`src/logic/safety_relay_consts.svh`:
```
// Purpose: Constants of the safety relay start controller
// Assumes: 20 MHz system clock
// Notes:   Offsets, field positions, reset values and timing counts
`ifndef SAFETY_RELAY_CONSTS_SVH
`define SAFETY_RELAY_CONSTS_SVH
// Clock rate in Hz
`define CLK_HZ           20000000
// Waiting period before a rising-edge start is accepted
`define WAIT_TIME_MS     100
`define WAIT_CYC         (`WAIT_TIME_MS * (`CLK_HZ / 1000))
// Least start pulse in the monitored modes
`define START_PULSE_MS   30
`define START_PULSE_CYC  (`START_PULSE_MS * (`CLK_HZ / 1000))
// Longest allowed relay feedback disagreement
`define RELAY_CHECK_MS   20
`define RELAY_CHECK_CYC  (`RELAY_CHECK_MS * (`CLK_HZ / 1000))
// Mode selector codes
`define MODE_NEUTRAL     3'h0
`define MODE_AUTO        3'h1
`define MODE_MANUAL      3'h2
`define MODE_FALL        3'h3
`define MODE_RISE        3'h4
// Register byte offsets
`define REG_STATUS       8'h00
`define REG_IRQ_STATUS   8'h04
`define REG_IRQ_MASK     8'h08
`define REG_CTRL         8'h0c
// Event bit positions
`define IRQ_W            7
`define IRQ_SEL_CHANGE   0
`define IRQ_NEUTRAL      1
`define IRQ_ILLEGAL      2
`define IRQ_EARTH        3
`define IRQ_RELAY        4
`define IRQ_OUT_ON       5
`define IRQ_OUT_OFF      6
// Reset values
`define IRQ_MASK_RST     7'h00
`define CTRL_RST         1'h0
// Bus responses
`define RESP_OKAY        2'h0
`define RESP_SLVERR      2'h2
`endif

```
`src/logic/safety_relay_pkg.sv`:
```
// Purpose: Types of the safety relay start controller
// Assumes: Constants come from safety_relay_consts.svh
// Notes:   Types only
`default_nettype none
package safety_relay_pkg;
   // Selector code as read from the switch
   typedef logic [2:0] mode_t;
   // Controller states
   typedef enum logic [2:0] {ST_OFF, ST_WAIT, ST_ARM, ST_ON, ST_ERR} st_t;
endpackage
`default_nettype wire

```
`src/logic/safety_relay_start_control.sv`:
```
// Purpose: Start and enable control of a single-channel safety relay
// Assumes: Inputs synchronous to aclk; aresetn is the power-on reset
// Notes:   AXI4-Lite register slave with sticky event flags
// Function
// - Detect earth faults on start and input
// - Automatic mode: enable once input closes
// - Manual mode: enable with input and start closed
// - Falling mode: input closed, start pulse, enable
// - Falling mode: start first, enable on release
// - Rising mode: start accepted after waiting period
// - Monitored modes need a minimum start pulse
// - Selector change in operation: error, outputs open
// - After error ignore inputs until power cycle
// - Neutral selector position raises an error
// - Auxiliary contact opposite safety outputs, same instant
// - Relay open and close checked every cycle
// - Forbidden selector position latched like change
`timescale 1ns/100ps
`include "safety_relay_consts.svh"
`default_nettype none
module safety_relay_start_control #(
   parameter int unsigned WAIT_CYC  = `WAIT_CYC,        // Waiting period
   parameter int unsigned PULSE_CYC = `START_PULSE_CYC, // Least start pulse
   parameter int unsigned RELAY_CYC = `RELAY_CHECK_CYC  // Feedback allowance
) (
   // Clock, reset, enable
   input  wire logic                    aclk,
   input  wire logic                    aresetn,
   input  wire logic                    ce,
   // Field circuits
   input  wire logic                    input_closed,
   input  wire logic                    start_closed,
   input  wire logic                    earth_fault_input,
   input  wire logic                    earth_fault_start,
   input  wire safety_relay_pkg::mode_t mode_sel,
   input  wire logic                    relay_fb,
   // Relay drive and indication
   output logic                         safety_out,
   output logic                         aux_nc_out,
   output logic                         ready,
   output logic                         fault,
   output logic                         irq,
   // AXI4-Lite write
   input  wire logic [7:0]              awaddr,
   input  wire logic                    awvalid,
   output logic                         awready,
   input  wire logic [31:0]             wdata,
   input  wire logic [3:0]              wstrb,
   input  wire logic                    wvalid,
   output logic                         wready,
   output logic [1:0]                   bresp,
   output logic                         bvalid,
   input  wire logic                    bready,
   // AXI4-Lite read
   input  wire logic [7:0]              araddr,
   input  wire logic                    arvalid,
   output logic                         arready,
   output logic [31:0]                  rdata,
   output logic [1:0]                   rresp,
   output logic                         rvalid,
   input  wire logic                    rready
);
   import safety_relay_pkg::*;
   localparam logic [21:0] WAIT_LIM  = 22'(WAIT_CYC);
   localparam logic [21:0] PULSE_LIM = 22'(PULSE_CYC);
   localparam logic [21:0] RELAY_LIM = 22'(RELAY_CYC);
   st_t               st;           // Controller state
   st_t               next_st;      // Its next value
   mode_t             mode_q;       // Selector caught at power-up
   logic              mode_taken;   // Selector has been caught
   logic [21:0]       wait_cnt;     // Waiting period counter
   logic [21:0]       pulse_cnt;    // Start closure length
   logic [21:0]       mis_cnt;      // Relay disagreement length
   logic              soft_stop;    // Software forces outputs off
   logic [`IRQ_W-1:0] irq_status;   // Sticky events
   logic [`IRQ_W-1:0] irq_mask;     // Event enables
   logic [`IRQ_W-1:0] ev;           // Events of this cycle
   logic [7:0]        aw_addr_q;    // Held write address
   logic [31:0]       w_data_q;     // Held write data
   logic [3:0]        w_strb_q;     // Held strobes
   logic              aw_held;      // Write address taken
   logic              w_held;       // Write data taken
   logic              do_write;     // Both halves present
   logic              mismatch;     // Feedback disagrees with drive
   logic              wait_done;    // Waiting period over
   logic              pulse_done;   // Start held long enough
   logic              c_sel;        // Selector moved
   logic              c_neu;        // Selector in neutral
   logic              c_ill;        // Selector code forbidden
   logic              c_earth;      // Earth fault seen
   logic              c_relay;      // Relay failed to follow
   logic              err_now;      // Any error this cycle
   assign mismatch   = relay_fb != safety_out;
   assign wait_done  = wait_cnt >= WAIT_LIM;
   assign pulse_done = pulse_cnt >= PULSE_LIM;
   assign do_write   = aw_held && w_held && !bvalid;
   // Error causes, judged only while operating
   always_comb begin
      c_sel   = mode_sel != mode_q;
      c_neu   = mode_q == `MODE_NEUTRAL;
      c_ill   = mode_q > `MODE_RISE;
      c_earth = earth_fault_input || earth_fault_start;
      c_relay = mismatch && (mis_cnt == RELAY_LIM - 22'h1);
      err_now = mode_taken && (st != ST_ERR) &&
                (c_sel || c_neu || c_ill || c_earth || c_relay);
   end
   // Start sequencing per latched mode
   always_comb begin
      next_st = st;
      if (mode_taken && st != ST_ERR) begin
         if (err_now) begin
            next_st = ST_ERR;
         end else if (soft_stop) begin
            next_st = ST_OFF;
         end else begin
            unique case (st)
               ST_OFF: begin
                  // Welded contact keeps the unit off
                  if (!relay_fb) begin
                     if (mode_q == `MODE_AUTO && input_closed) begin
                        next_st = ST_ON;
                     end else if (mode_q == `MODE_MANUAL && input_closed && start_closed) begin
                        next_st = ST_ON;
                     end else if (mode_q == `MODE_FALL && start_closed && pulse_done) begin
                        next_st = ST_ARM;
                     end else if (mode_q == `MODE_RISE && input_closed) begin
                        next_st = ST_WAIT;
                     end
                  end
               end
               ST_WAIT: begin
                  // Start must be open when the wait ends
                  if (!input_closed) begin
                     next_st = ST_OFF;
                  end else if (wait_done && !start_closed) begin
                     next_st = ST_ARM;
                  end
               end
               ST_ARM: begin
                  if (mode_q == `MODE_FALL) begin
                     // Release decides: input closed enables
                     if (!start_closed) begin
                        next_st = input_closed ? ST_ON : ST_OFF;
                     end
                  end else if (!input_closed) begin
                     next_st = ST_OFF;
                  end else if (pulse_done) begin
                     next_st = ST_ON;
                  end
               end
               ST_ON: if (!input_closed) next_st = ST_OFF;
               ST_ERR: next_st = ST_ERR;
            endcase
         end
      end
   end
   // Selector caught once after power-up
   always_ff @(posedge aclk) begin
      if (!aresetn) begin
         mode_q     <= `MODE_NEUTRAL;
         mode_taken <= 1'b0;
      end else if (ce && !mode_taken) begin
         mode_q     <= mode_sel;
         mode_taken <= 1'b1;
      end
   end
   // State, relay drive and indication; error never leaves
   always_ff @(posedge aclk) begin
      if (!aresetn) begin
         st         <= ST_OFF;
         safety_out <= 1'b0;
         aux_nc_out <= 1'b1;
         ready      <= 1'b0;
         fault      <= 1'b0;
      end else if (ce) begin
         st         <= next_st;
         safety_out <= next_st == ST_ON;
         aux_nc_out <= next_st != ST_ON;
         ready      <= mode_taken && next_st != ST_ERR;
         fault      <= next_st == ST_ERR;
      end
   end
   // Timers: waiting period, start pulse, relay feedback
   always_ff @(posedge aclk) begin
      if (!aresetn) begin
         wait_cnt  <= 22'h0;
         pulse_cnt <= 22'h0;
         mis_cnt   <= 22'h0;
      end else if (ce) begin
         wait_cnt  <= (st != ST_WAIT) ? 22'h0 : (wait_done ? wait_cnt : wait_cnt + 22'h1);
         // Saturates so a long press stays valid
         pulse_cnt <= !start_closed ? 22'h0 : (pulse_done ? pulse_cnt : pulse_cnt + 22'h1);
         // Any agreement restarts the allowance
         mis_cnt   <= (mismatch && st != ST_ERR) ? mis_cnt + 22'h1 : 22'h0;
      end
   end
   // Events of this cycle
   always_comb begin
      ev                  = '0;
      ev[`IRQ_SEL_CHANGE] = err_now && c_sel;
      ev[`IRQ_NEUTRAL]    = err_now && c_neu;
      ev[`IRQ_ILLEGAL]    = err_now && c_ill;
      ev[`IRQ_EARTH]      = err_now && c_earth;
      ev[`IRQ_RELAY]      = err_now && c_relay;
      ev[`IRQ_OUT_ON]     = next_st == ST_ON && st != ST_ON;
      ev[`IRQ_OUT_OFF]    = next_st != ST_ON && st == ST_ON;
   end
   // Write channel: address and data taken in either order
   always_ff @(posedge aclk) begin
      if (!aresetn) begin
         awready   <= 1'b1;
         wready    <= 1'b1;
         aw_held   <= 1'b0;
         w_held    <= 1'b0;
         aw_addr_q <= 8'h00;
         w_data_q  <= 32'h0;
         w_strb_q  <= 4'h0;
         bvalid    <= 1'b0;
         bresp     <= `RESP_OKAY;
      end else if (ce) begin
         if (awvalid && awready) begin
            aw_addr_q <= awaddr;
            aw_held   <= 1'b1;
            awready   <= 1'b0;
         end
         if (wvalid && wready) begin
            w_data_q <= wdata;
            w_strb_q <= wstrb;
            w_held   <= 1'b1;
            wready   <= 1'b0;
         end
         if (do_write) begin
            bvalid <= 1'b1;
            bresp  <= (aw_addr_q == `REG_STATUS || aw_addr_q == `REG_IRQ_STATUS ||
                       aw_addr_q == `REG_IRQ_MASK || aw_addr_q == `REG_CTRL) ?
                      `RESP_OKAY : `RESP_SLVERR;
         end
         if (bvalid && bready) begin
            bvalid  <= 1'b0;
            aw_held <= 1'b0;
            w_held  <= 1'b0;
            awready <= 1'b1;
            wready  <= 1'b1;
         end
      end
   end
   // Writable registers; status read-only, events win over clear
   always_ff @(posedge aclk) begin
      if (!aresetn) begin
         irq_status <= '0;
         irq_mask   <= `IRQ_MASK_RST;
         soft_stop  <= `CTRL_RST;
         irq        <= 1'b0;
      end else if (ce) begin
         if (do_write && w_strb_q[0] && aw_addr_q == `REG_IRQ_STATUS) begin
            irq_status <= (irq_status & ~w_data_q[`IRQ_W-1:0]) | ev;
         end else begin
            irq_status <= irq_status | ev;
         end
         if (do_write && w_strb_q[0] && aw_addr_q == `REG_IRQ_MASK) begin
            irq_mask <= w_data_q[`IRQ_W-1:0];
         end
         if (do_write && w_strb_q[0] && aw_addr_q == `REG_CTRL) begin
            soft_stop <= w_data_q[0];
         end
         // Interrupt level, one cycle behind the flags
         irq <= |(irq_status & irq_mask);
      end
   end
   // Read channel: one read at a time
   always_ff @(posedge aclk) begin
      if (!aresetn) begin
         arready <= 1'b1;
         rvalid  <= 1'b0;
         rdata   <= 32'h0;
         rresp   <= `RESP_OKAY;
      end else if (ce) begin
         if (arvalid && arready) begin
            arready <= 1'b0;
            rvalid  <= 1'b1;
            rresp   <= `RESP_OKAY;
            unique case (araddr)
               `REG_STATUS:     rdata <= {21'h0, fault, relay_fb, start_closed,
                                          input_closed, safety_out, mode_q, st};
               `REG_IRQ_STATUS: rdata <= {25'h0, irq_status};
               `REG_IRQ_MASK:   rdata <= {25'h0, irq_mask};
               `REG_CTRL:       rdata <= {31'h0, soft_stop};
               default: begin
                  rdata <= 32'h0;
                  rresp <= `RESP_SLVERR;
               end
            endcase
         end
         if (rvalid && rready) begin
            rvalid  <= 1'b0;
            arready <= 1'b1;
         end
      end
   end
   a_aux_opposite: assert property (@(posedge aclk) disable iff (!aresetn)
      aux_nc_out == !safety_out) else $error("aux contact not opposite");
   a_sel_change: assert property (@(posedge aclk) disable iff (!aresetn)
      ce && mode_taken && st != ST_ERR && mode_sel != mode_q |=> st == ST_ERR && !safety_out)
      else $error("selector change not trapped");
   a_err_sticky: assert property (@(posedge aclk) disable iff (!aresetn)
      st == ST_ERR |=> st == ST_ERR && !safety_out && !ready) else $error("error left");
   a_neutral_err: assert property (@(posedge aclk) disable iff (!aresetn)
      ce && mode_taken && mode_q == `MODE_NEUTRAL |=> st == ST_ERR) else $error("neutral run");
   a_illegal_err: assert property (@(posedge aclk) disable iff (!aresetn)
      ce && mode_taken && mode_q > `MODE_RISE |=> fault) else $error("bad mode run");
   a_earth_fault: assert property (@(posedge aclk) disable iff (!aresetn)
      ce && mode_taken && (earth_fault_input || earth_fault_start) |=> fault && !safety_out)
      else $error("earth fault missed");
   a_auto_start: assert property (@(posedge aclk) disable iff (!aresetn)
      ce && st == ST_OFF && mode_q == `MODE_AUTO && input_closed && !relay_fb &&
      !err_now && !soft_stop |=> safety_out) else $error("auto start missed");
   a_manual_need: assert property (@(posedge aclk) disable iff (!aresetn)
      $rose(safety_out) && mode_q == `MODE_MANUAL |-> $past(start_closed) && $past(input_closed))
      else $error("manual start without both");
   a_fall_release: assert property (@(posedge aclk) disable iff (!aresetn)
      $rose(safety_out) && mode_q == `MODE_FALL |-> $past(st) == ST_ARM && !$past(start_closed))
      else $error("falling start not on release");
   a_rise_pulse: assert property (@(posedge aclk) disable iff (!aresetn)
      $rose(safety_out) && mode_q == `MODE_RISE |-> $past(pulse_done) && $past(st) == ST_ARM)
      else $error("rising start too short");
   a_wait_hold: assert property (@(posedge aclk) disable iff (!aresetn)
      st == ST_WAIT && !wait_done |=> !safety_out) else $error("wait cut short");
   a_input_off: assert property (@(posedge aclk) disable iff (!aresetn)
      ce && st == ST_ON && !input_closed |=> !safety_out && st != ST_ON)
      else $error("input open kept outputs");
   a_relay_chk: assert property (@(posedge aclk) disable iff (!aresetn)
      ce && st != ST_ERR && mode_taken && c_relay |=> fault) else $error("relay fault missed");
endmodule // safety_relay_start_control
`default_nettype wire

```
`config.mk`:
```
export PLATFORM = sky130hd
export DESIGN_NAME = safety_relay_start_control
export DESIGN_NICKNAME = d
export VERILOG_FILES = /design/src/logic/safety_relay_pkg.sv /design/src/logic/safety_relay_start_control.sv
export VERILOG_INCLUDE_DIRS = /design/src /design/src/logic
export SDC_FILE = /design/constraint.sdc
export NUM_CORES = 1
export LEC_CHECK = 0
export BUFFER_PORTS_ARGS = -buffer_cell sky130_fd_sc_hd__buf_2
export CAP_MARGIN = 20
export CORE_MARGIN = 2
export CORE_UTILIZATION = 25
export DETAILED_ROUTE_END_ITERATION = 6
export RECOVER_POWER = 50
export SKIP_CTS_REPAIR_TIMING = 1
export SKIP_LAST_GASP = 1
export SLEW_MARGIN = 20
export SYNTH_ARGS = -nofsm -noshare
export SYNTH_HDL_FRONTEND = slang
export SYNTH_SLANG_ARGS = --single-unit
```
`constraint.sdc`:
```
create_clock -name aclk -period 2 [get_ports aclk]
set_input_delay 0.1 -clock aclk [delete_from_list [all_inputs] [get_ports aclk]]
set_output_delay 0.1 -clock aclk [all_outputs]
set_load 0.02 [all_outputs]
```
==> impl_summary.log, run 1 <==
[metrics] share of the yosys chip area belonging to registers: 0.423
[metrics] violations in the final reports: negative hold slack, negative setup slack
[metrics] largest net degree at the start of global routing: 35
[metrics] placeable core region: approximately 0.024 mm2
[metrics] DP HPWL: ~11 mm
[metrics] Worst Setup SP: pulse_cnt[9]$_SDFFE_PN0P_
[metrics] antenna violations before repair: 4
[metrics] cell class contributing the biggest share of worst-path delay: compound AO/OA/AOI/OAI gates
[metrics] worst path required time: roughly 2.4 ns
[metrics] gr usage total: 0.121
[metrics] data arrival time of the worst path: about 2.5 ns
[metrics] standard-cell rows: between 50 and 60
[metrics] share of synthesized registers carrying an async set or reset: 0
[metrics] Critical Path, Cell by Cell: and4_4 > a211oi_4 > o21ai_4 > a2111o_1 > or3_1 > a21oi_1
[metrics] highest achievable clock rate: between 400 and 500 MHz
[metrics] number of iterations in the first detailed-routing pass: 5
[metrics] Worst path max stage delay: 0.54 ns
[metrics] cell area after technology mapping: about 0.0061 mm2
[metrics] class of the most critical setup path: flip-flop to flip-flop
[metrics] Synthesis Warnings: 0
[metrics] vias after detailed routing: 5722
[metrics] main area contributors after synthesis: dfxtp_1 (42%), nor2_1 (7.9%), nand2_1 (5.8%)
[metrics] Worst Setup Slack post-DPL: -0.110 ns
[metrics] Max-Slew Margin vs Limit: 0.581
[metrics] residual antenna-violating net count after detailed routing: 0
[metrics] final clock skew: around 0.0067 ns
[metrics] Final Net Count: 984
[metrics] share of the clock period used by the worst path after layout: 1.05
[metrics] Area growth syn-to-layout: 37.2%
[metrics] worst-path cell with the longest stage delay: a2111o_1
[metrics] unrepaired setup endpoints after global routing: true
[metrics] most common library cell in the layout ignoring fill and taps: nor2_1
[metrics] Remaining DRCs: 0
[metrics] number of buffers and inverters on the critical path: 0
[metrics] final total negative setup slack: -0.429 ns
[metrics] dominant synthesized flop cell: dfxtp_1
[metrics] CTS tree: yes
[metrics] worst min-delay path startpoint: arvalid
[metrics] starting utilization of the core area: 0.253
[metrics] type of the tightest min-delay check: input port to flip-flop
[metrics] overflow left after global routing: 0
[metrics] footprint of the multi-input gates: ~0.0035 mm2
[metrics] Die Area: ~0.026 mm2
[metrics] worst hold slack: -0.00773 ns
[metrics] Clock Path Buffers: 2
[metrics] Avg Inst Size Synth: between 8 and 9 um2
[metrics] max-cap violations: 0
[metrics] root buf cell: clkbuf_16
[metrics] total of endpoints with negative setup slack in the final report: 10
[metrics] area leader, netlist: dfxtp_1
[metrics] count of distinct cell types in the synthesized netlist: 62
[metrics] horizontal die dimension: between 150 and 200 um
[metrics] number of storage elements in the synthesis netlist: between 100 and 150
[metrics] final worst slack: -0.107 ns
[metrics] number of buffers inserted by port buffering: 62
[metrics] maximum fanout along the worst path: 8
[metrics] proportion of netlist area held by the largest area contributor: 0.423
[metrics] status: finished with violations
[metrics] Leak: between 3 and 4 nW
[metrics] Post-synth EDFFs: 0
[metrics] Max VDD drop: slightly below 0.6 mV
[metrics] clock tree sinks: around 130
[metrics] total clock buffers created by CTS: 17
[metrics] number of pins exceeding their max-slew limit in the final report: 0
[metrics] fraction of final layout cells with drive strength greater than 1: 0.235
[metrics] Ports: ~110
[metrics] H-tree levels: 4
[metrics] clock-pin slew on the worst setup and hold paths: roughly 0.060 ns
[metrics] Wirelength per Cell: between 10 and 15 um
[metrics] area taken by flip-flops and latches: between 0.002 and 0.003 mm2
[metrics] kind of end point of the critical path: flip-flop
[metrics] global-route wire length before repair: 25.3 mm
[metrics] post-layout min period: approximately 2.1 ns
[metrics] detailed-route vias per instance: roughly 4.6
[metrics] hold violation count in the final report: 1
[metrics] source-to-sink clock delay at the later pin of the worst-skew pair: between 0.4 and 0.5 ns
[metrics] die height: between 150 and 200 um
[metrics] final weighted congestion in routability-driven placement: 0.811
[metrics] launching point of the worst reg2reg path: pulse_cnt[9]$_SDFFE_PN0P_
[metrics] final core utilization: 0.347
[metrics] Post-Route WL: ~16 mm
[metrics] Tightest Pin Transition: ~0.63 ns
[metrics] total of fill cells in the finished design: ~2500
[metrics] number of global-route vias before repair: about 5100
[metrics] Starting DRT DRC Count: around 340
[metrics] Post-Syn Instances: roughly 750
[metrics] leading cell types in the layout, fill and taps excluded: nor2_1 (126), dfxtp_1 (120), nand2_1 (91)
[metrics] Startpoint Class: flip-flop
[metrics] cell area power density: about 750 mW/mm2
area by class of cell:
class	count	share of cell area
tap	324	0.0484
sequential	129	0.309
timing repair buffer	175	0.147
clock inverter	10	0.0128
multi-input combinational	567	0.414
inverter	21	0.00940
antenna	2	0.000597
clock buffer	22	0.0578
power by group:
part           internal [mW]  switching (mW)  total [mW]
registers               2.62          0.0446        2.66
clock network           1.95            1.14        3.09
logic                  0.221           0.314       0.536
total                   4.79            1.50        6.29
cells in the mapped netlist (2+ instances only):
| library cell | instances |
|---|---|
| nor2_1 | 128 |
| nand2b_1 | 5 |
| and4_1 | 4 |
| nor4_1 | 6 |
| nand3b_1 | 3 |
| xor2_1 | 23 |
| inv_1 | 19 |
| xnor2_1 | 31 |
| o211ai_1 | 6 |
| a21oi_1 | 39 |
| a31oi_1 | 2 |
| or3_1 | 10 |
| nor4b_1 | 2 |
| o21ai_0 | 26 |
| a211oi_1 | 4 |
| nor3_1 | 15 |
| nor4_2 | 2 |
| ha_1 | 5 |
| nand3_1 | 27 |
| buf_4 | 23 |
| a22oi_1 | 14 |
| a21boi_0 | 2 |
| a21o_1 | 4 |
| clkbuf_1 | 26 |
| dfxtp_1 | 129 |
| or4_1 | 3 |
| o2111ai_1 | 2 |
| o311ai_0 | 2 |
| nor3b_2 | 2 |
| nand2_1 | 94 |
| nand4_1 | 16 |
| o21a_1 | 2 |
| and3_1 | 16 |
| buf_2 | 4 |
| a2111o_1 | 2 |
| nor2b_1 | 4 |
| o31ai_1 | 3 |
| mux2i_1 | 18 |
registers in the layout (all words and copies together), names as in the netlist, 3 cells and up:
register and flops:
aw_addr_q 8, irq_mask 7, irq_status 7, mis_cnt 22
mode_q 3, pulse_cnt 22, rdata 11, st 3
w_data_q 7, wait_cnt 22
path summary, 6_finish.rpt:
path | depth (start not counted) | slack, ns | to
max | 6 | -0.11 | pulse_cnt[8]$_SDFFE_PN0P_
min | 4 | -0.008 | arready$_SDFFE_PN1P_
max reg2reg | 6 | -0.11 | pulse_cnt[8]$_SDFFE_PN0P_
min reg2reg | 2 | 0.44 | pulse_cnt[20]$_SDFFE_PN0P_
worst reg2reg max path, cell delays in order, from the launching register on:
cell and delay, ns:
dfxtp_2 0.31, and4_4 0.20, a211oi_4 0.32, o21ai_4 0.13
a2111o_1 0.54, or3_1 0.42, a21oi_1 0.12
per-stage QoR:
step,instance area [um2],std cells,power [mW]
after global routing,8380,1249,6.52
after detailed placement,7270,1181,3.17
after floorplan,6210,769,3.01
final,8380,1250,6.29
after global placement,7270,1181,3.17
after CTS,7860,1213,6.27
cells by family (layout without fill, tap and decap cells):
family          after synthesis  count (layout)  synth area share
fa+ha+maj                     5               5            0.0102
simple gates                343             343             0.263
xor+xnor                     54              54            0.0774
mux                          20              20            0.0350
other cells                   1              25          0.000614
buf+inv                      74             228            0.0604
compound gates              121             122             0.131
flops                       129             129             0.423
per-layer routing:
| layer | GRT usage | vias to the layer above | routed length (um) |
|---|---|---|---|
| li1 | - | 2875 | - |
| met3 | 0.0408 | 28 | 813 |
| met4 | 0.0360 | 4 | 244 |
| met5 | 0 | - | 33 |
| met1 | 0.161 | 2686 | 7890 |
| met2 | 0.187 | 129 | 7220 |
Power figures use the tool's default switching activity.
==> run 2: changes to the inputs <==
Settings changed: PLACE_DENSITY from default to 0.52.
==> run 2 against run 1 <==
Against the previous run:
- the run still ends with negative hold slack, negative setup slack left
- non-clock buffer count unchanged
- clock power barely moved
- clock-buffer cell count fell by 5
- hold slack hardly changed
- sequential share of layout area increased by 0.18 points
- utilization decreased by 0.25 points
- via count down 1.9%
- critical path type unchanged
- critical endpoint is now safety_out$_SDFFE_PN0P_
==> impl_summary.log, run 2 (synthesis gave the netlist of run 1 again) <==
[metrics] max-cap violations: 0 (unchanged)
[metrics] placeable core region: 0.0242 mm2 (unchanged)
[metrics] violations in the final reports: negative hold slack, negative setup slack
[metrics] highest layer used for signal routing: met5
[metrics] Wirelength per Cell: 13.1 um (+0.82%)
[metrics] Critical Path, Cell by Cell: ha_4 > nand4_1 > or4_4 > o211ai_4 > a22oi_2 > nand2_2 > nor4_1 > a211o_1
[metrics] setup slack on the worst flop-to-flop path: -0.07 ns (+0.04 ns)
[metrics] number of global-route vias before repair: 5012 (-1.9%)
[metrics] vias after detailed routing: 5613 (-1.9%)
[metrics] Max VDD drop: 0.563 mV (-4.6%)
[metrics] met2 wirelength from detailed routing: 7.33 mm (+1.6%)
[metrics] source-to-sink clock delay at the later pin of the worst-skew pair: 0.43 ns (about the same)
[metrics] standard-cell rows: 57 (unchanged)
[metrics] type of the tightest min-delay check: input port to flip-flop
[metrics] overflow left after global routing: 0 (unchanged)
[metrics] class of the most critical setup path: flip-flop to flip-flop
[metrics] Remaining DRCs: 0 (unchanged)
[metrics] worst path required time: 2.32 ns (-0.03 ns)
[metrics] maximum fanout along the worst path: 4 (-4)
[metrics] Tightest Pin Transition: 0.807 ns (+0.180 ns)
[metrics] total of endpoints with negative setup slack in the final report: 4 (-6)
[metrics] Startpoint Class: flip-flop
[metrics] post-layout min period: 2.07 ns (-0.0365 ns)
[metrics] Post-Route WL: 16.3 mm (+0.57%)
[metrics] antenna violations before repair: 1 (-3)
[metrics] hold violation count in the final report: 3 (+2)
[metrics] ANT cells: 0 (-2)
[metrics] leading cell types in the layout, fill and taps excluded: nor2_1 (126), dfxtp_1 (123), nand2_1 (90)
[metrics] total length of routed met3 wires: 637 um (-22%)
[metrics] Final Net Count: 983 (-0.10%)
[metrics] biggest regs: mis_cnt: 22 flops, pulse_cnt: 22 flops, wait_cnt: 22 flops
[metrics] reg-to-reg endpoint: safety_out$_SDFFE_PN0P_
[metrics] total clock buffers created by CTS: 17 (unchanged)
[metrics] final clock skew: 0.00796 ns (+0.00125 ns)
[metrics] worst-path cell with the longest stage delay: or4_4
[metrics] global-route wire length before repair: 25.7 mm (+1.6%)
[metrics] clock-pin slew on the worst setup and hold paths: 0.06 ns (about the same)
[metrics] end point of the most critical hold path: mode_q[0]$_SDFFE_PN0P_
[metrics] Hold Path Cell Cnt: 3 (-1)
[metrics] area taken by flip-flops and latches: 0.00259 mm2 (-0.14%)
[metrics] cell area power density: 754 mW/mm2 (+0.47%)
[metrics] residual antenna-violating net count after detailed routing: 0 (unchanged)
[metrics] highest achievable clock rate: 483 MHz (+1.8%)
[metrics] number of buffers and inverters on the critical path: 0 (unchanged)
[metrics] final worst slack: -0.0705 ns (+0.0365 ns)
[metrics] final weighted congestion in routability-driven placement: 0.752 (-7.3%)
[metrics] cell class contributing the biggest share of worst-path delay: simple AND/OR/NAND/NOR gates
[metrics] Area growth syn-to-layout: 36.2%
[metrics] CTS tree: yes
[metrics] Die Area: 0.0257 mm2 (unchanged)
[metrics] number of buffers inserted by port buffering: 62 (unchanged)
[metrics] detailed-route vias per instance: 4.50 (-1.7%)
[metrics] status: finished with violations
[metrics] total of fill cells in the finished design: 2556 (+1.5%)
[metrics] footprint of the multi-input gates: 0.00346 mm2 (-0.43%)
[metrics] kind of end point of the critical path: flip-flop
[metrics] most common library cell in the layout ignoring fill and taps: nor2_1
[metrics] worst min-delay path startpoint: mode_sel[0]
[metrics] share of the clock period used by the worst path after layout: 1.04 (-0.0182)
[metrics] root buf cell: clkbuf_16
[metrics] unrepaired setup endpoints after global routing: true
[metrics] clock tree sinks: 129 (unchanged)
[metrics] number of iterations in the first detailed-routing pass: 4 (-1)
[metrics] data arrival time of the worst path: 2.39 ns (-0.07 ns)
[metrics] number of pins exceeding their max-slew limit in the final report: 0 (unchanged)
[metrics] worst hold slack: -0.00758 ns (+0.000142 ns)
[metrics] die height: 160 um (unchanged)
[metrics] starting utilization of the core area: 0.253 (unchanged)
[metrics] Worst path max stage delay: 0.57 ns (+0.03 ns)
[metrics] Leak: 3.06 nW (-0.39%)
[metrics] Max-Slew Margin vs Limit: 0.462 (-0.119)
[metrics] gr usage total: 0.125 (+0.00373)
[metrics] Ports: 114 (unchanged)
[metrics] reg2reg path depth: 8 (+2)
[metrics] largest net degree at the start of global routing: 33 (-5.7%)
[metrics] Clock Path Buffers: 2 (unchanged)
[metrics] Starting DRT DRC Count: 260 (-24%)
[metrics] DP HPWL: 11.7 mm (+3.3%)
[metrics] routed length on met1: 8.14 mm (+3.2%)
[metrics] horizontal die dimension: 160 um (unchanged)
[metrics] final total negative setup slack: -0.136 ns (+0.292 ns)
[metrics] fraction of final layout cells with drive strength greater than 1: 0.234 (-0.000829)
[metrics] launching point of the worst reg2reg path: mis_cnt[0]$_SDFFE_PN0P_
[metrics] H-tree levels: 4 (unchanged)
-- run 2: area by class of cell --
class / count / share of cell area
Clock buffer: 17 / 0.0511
Clock inverter: 15 / 0.0191
Inverter: 21 / 0.00947
Multi-Input combinational cell: 566 / 0.416
Sequential cell: 129 / 0.311
Tap cell: 324 / 0.0487
Timing Repair Buffer: 175 / 0.145
-- run 2: tightest hold or removal path, cell delays in order --
cell	delay, ns
buf_2	0.12
mux2i_1	0.08
nor2_1	0.08
-- run 2: worst max path at each step --
stage	cells past startpoint	to	slack, ns	startpoint
floorplan	8	safety_out$_SDFFE_PN0P_	0.001	mis_cnt[1]$_SDFFE_PN0P_
global placement	8	pulse_cnt[9]$_SDFFE_PN0P_	-0.07	pulse_cnt[9]$_SDFFE_PN0P_
detailed placement	8	safety_out$_SDFFE_PN0P_	-0.1	mis_cnt[1]$_SDFFE_PN0P_
CTS	8	safety_out$_SDFFE_PN0P_	-0.1	mis_cnt[1]$_SDFFE_PN0P_
global route	8	safety_out$_SDFFE_PN0P_	-0.17	mis_cnt[0]$_SDFFE_PN0P_
finish	8	safety_out$_SDFFE_PN0P_	-0.07	mis_cnt[0]$_SDFFE_PN0P_
-- run 2: where the power goes --
part           leakage, nW  switching, mW  internal (mW)  total [mW]
Sequential            1.05         0.0424           2.62        2.66
Clock                0.280           1.24           1.84        3.08
Combinational         1.73          0.315          0.221       0.536
Total                 3.06           1.60           4.68        6.28
-- run 2: metrics by stage --
step	util	instances	setup WS, ns	cell area [um2]	total power [mW]
final	0.344	1247	-0.0705	8320	6.28
after global routing	0.344	1247	-0.167	8320	6.53
after CTS	0.327	1222	-0.0993	7910	6.29
after detailed placement	0.303	1190	-0.0960	7320	3.18
after global placement	0.303	1190	-0.0694	7320	3.18
after floorplan	-	769	0.00102	6210	3.01
-- run 2: per-layer routing --
metal,global-route usage,vias to the layer above
li1,-,2867
met5,0,-
met1,0.173,2646
met4,0.0418,2
met2,0.184,80
met3,0.0387,18
==> run 3: changes to the inputs <==
==> constraint.sdc (replaced) <==
create_clock -name aclk -period 2 [get_ports aclk]
set_input_delay 0.2 -clock aclk [delete_from_list [all_inputs] [get_ports aclk]]
set_output_delay 0.2 -clock aclk [all_outputs]
set_load 0.02 [all_outputs]
==> run 3 against run 2 <==
Against the previous run:
- the flow finishes with violations (negative setup slack)
- clock skew rose by 0.00061 ns
- maximum frequency fell by 0.45%
- global-route usage barely moved
- setup slack got worse by 0.0093 ns
- final cell count fell by 1.7%
- critical path depth fell by 2
- utilization fell by 1.1 points
- sequential share of layout area rose by 1.0 points
- die area did not move
- hold slack improved by 0.030 ns
- flip-flop and latch count did not move
- largest cell class unchanged
- highest routed layer is now met4
==> impl_summary.log, run 3 (synthesis gave the netlist of run 1 again) <==
[metrics] status: finished with violations
[metrics] violations in the final reports: negative setup slack
[metrics] detailed-route vias per instance: 4.54 (+0.81%)
[metrics] number of iterations in the first detailed-routing pass: 4 (unchanged)
[metrics] cell area power density: 782 mW/mm2 (+3.7%)
[metrics] Leak: 2.96 nW (-3.1%)
[metrics] Wirelength per Cell: 13.1 um (about the same)
[metrics] area taken by flip-flops and latches: 0.00259 mm2 (about the same)
[metrics] share of the clock period used by the worst path after layout: 1.04 (+0.00467)
[metrics] die height: 160 um (unchanged)
[metrics] antenna violations before repair: 4 (+3)
[metrics] unrepaired setup endpoints after global routing: true
[metrics] fraction of final layout cells with drive strength greater than 1: 0.216 (-0.0182)
[metrics] kind of end point of the critical path: flip-flop
[metrics] worst hold slack: 0.0221 ns (+0.0297 ns)
[metrics] horizontal die dimension: 160 um (unchanged)
[metrics] biggest regs: mis_cnt: 22 flops, pulse_cnt: 22 flops, wait_cnt: 22 flops
[metrics] Startpoint Class: flip-flop
[metrics] number of standard cells in the layout, taps in and fillers out: 1226 (-1.7%)
[metrics] root buf cell: clkbuf_16
[metrics] maximum fanout along the worst path: 8 (+4)
[metrics] final worst slack: -0.0798 ns (-0.00933 ns)
[metrics] vias after detailed routing: 5563 (-0.89%)
[metrics] footprint of the multi-input gates: 0.00341 mm2 (-1.3%)
[metrics] residual antenna-violating net count after detailed routing: 0 (unchanged)
[metrics] Area growth syn-to-layout: 31.8%
[metrics] highest achievable clock rate: 481 MHz (-0.45%)
[metrics] starting utilization of the core area: 0.253 (unchanged)
[metrics] hold violation count in the final report: 0 (-3)
[metrics] worst path required time: 2.35 ns (+0.03 ns)
[metrics] clock-pin slew on the worst setup and hold paths: 0.06 ns (about the same)
[metrics] final clock skew: 0.00857 ns (+0.000612 ns)
[metrics] CTS tree: yes
[metrics] placeable core region: 0.0242 mm2 (unchanged)
[metrics] gr usage total: 0.125 (about the same)
[metrics] Max VDD drop: 0.560 mV (-0.49%)
[metrics] number of pins exceeding their max-slew limit in the final report: 0 (unchanged)
[metrics] Remaining DRCs: 0 (unchanged)
[metrics] standard-cell rows: 57 (unchanged)
[metrics] Max-Slew Margin vs Limit: 0.550 (+0.0881)
[metrics] total of fill cells in the finished design: 2532 (-0.94%)
[metrics] H-tree levels: 4 (unchanged)
[metrics] Clock Path Buffers: 2 (unchanged)
[metrics] DP HPWL: 11.8 mm (+0.55%)
[metrics] final design area excluding fillers: 0.00806 mm2 (-3.2%)
[metrics] number of buffers inserted by port buffering: 62 (unchanged)
[metrics] class of the most critical setup path: flip-flop to flip-flop
[metrics] largest net degree at the start of global routing: 33 (unchanged)
[metrics] data arrival time of the worst path: 2.43 ns (+0.04 ns)
[metrics] Die Area: 0.0257 mm2 (unchanged)
[metrics] total of endpoints with negative setup slack in the final report: 11 (+7)
[metrics] global-route wire length before repair: 25.9 mm (+0.70%)
[metrics] Placement Cell Area: 0.00733 mm2 (+0.10%)
[metrics] final core utilization: 0.333 (-0.0110)
[metrics] Post-Route WL: 16.0 mm (-1.6%)
[metrics] number of global-route vias before repair: 5097 (+1.7%)
[metrics] leading cell types in the layout, fill and taps excluded: nor2_1 (128), dfxtp_1 (124), nand2_1 (92)
[metrics] Final Net Count: 962 (-2.1%)
[metrics] source-to-sink clock delay at the later pin of the worst-skew pair: 0.42 ns (about the same)
[metrics] clock tree sinks: 129 (unchanged)
[metrics] placed cells: 1191 (+0.084%)
[metrics] max-cap violations: 0 (unchanged)
[metrics] total clock buffers created by CTS: 17 (unchanged)
[metrics] Tightest Pin Transition: 0.675 ns (-0.132 ns)
[metrics] type of the tightest min-delay check: input port to flip-flop
[metrics] most common library cell in the layout ignoring fill and taps: nor2_1
[metrics] overflow left after global routing: 0 (unchanged)
[metrics] post-layout min period: 2.08 ns (+0.00933 ns)
[metrics] Starting DRT DRC Count: 279 (+7.3%)
[metrics] final weighted congestion in routability-driven placement: 0.751 (about the same)
[metrics] Ports: 114 (unchanged)
==> run 3: area by class of cell <==
type / instances / share of cell area
clock inverters: 6 / 0.0130
clock buffers: 23 / 0.0606
multi-input cells: 566 / 0.424
flip-flops and latches: 129 / 0.321
diodes: 3 / 0.000932
well taps: 324 / 0.0503
inverters: 21 / 0.00979
repair buffers: 154 / 0.120
==> run 3: worst max-delay path, stage by stage, from the launching register on <==
cell and delay [ns]:
dfxtp_2 0.31, and4_4 0.20, a211oi_4 0.25, o21ai_4 0.14, a2111o_1 0.59, or3_1 0.37, a21oi_1 0.15
==> run 3: power by group <==
group	internal, mW	switching [mW]
Combinational	0.185	0.304
Sequential	2.62	0.0413
Clock	2.06	1.09
Total	4.87	1.44
==> run 3: worst paths after layout <==
path | start | to | slack, ns | cells after the start
worst max register to register | pulse_cnt[9]$_SDFFE_PN0P_ | pulse_cnt[8]$_SDFFE_PN0P_ | -0.08 | 6
worst max-delay path | pulse_cnt[9]$_SDFFE_PN0P_ | pulse_cnt[8]$_SDFFE_PN0P_ | -0.08 | 6
worst min register to register | aw_addr_q[7]$_SDFFE_PN0P_ | aw_addr_q[7]$_SDFFE_PN0P_ | 0.45 | 2
worst min-delay path | awaddr[7] | aw_addr_q[7]$_SDFFE_PN0P_ | 0.02 | 3
==> run 3: per-stage QoR <==
| step | TNS, ns | setup slack, ns | total power [mW] |
|---|---|---|---|
| global route | -3.28 | -0.166 | 6.55 |
| CTS | -0.965 | -0.0746 | 6.37 |
| global placement | -0.237 | -0.0404 | 3.19 |
| finish | -0.423 | -0.0798 | 6.30 |
| floorplan | 0 | 0.00102 | 3.01 |
| detailed placement | -0.666 | -0.0690 | 3.19 |
==> run 3: routing by layer <==
metal,GRT usage,wire length [um]
met1,0.171,7980
met2,0.187,7130
met3,0.0372,785
met4,0.0450,144
met5,0,0
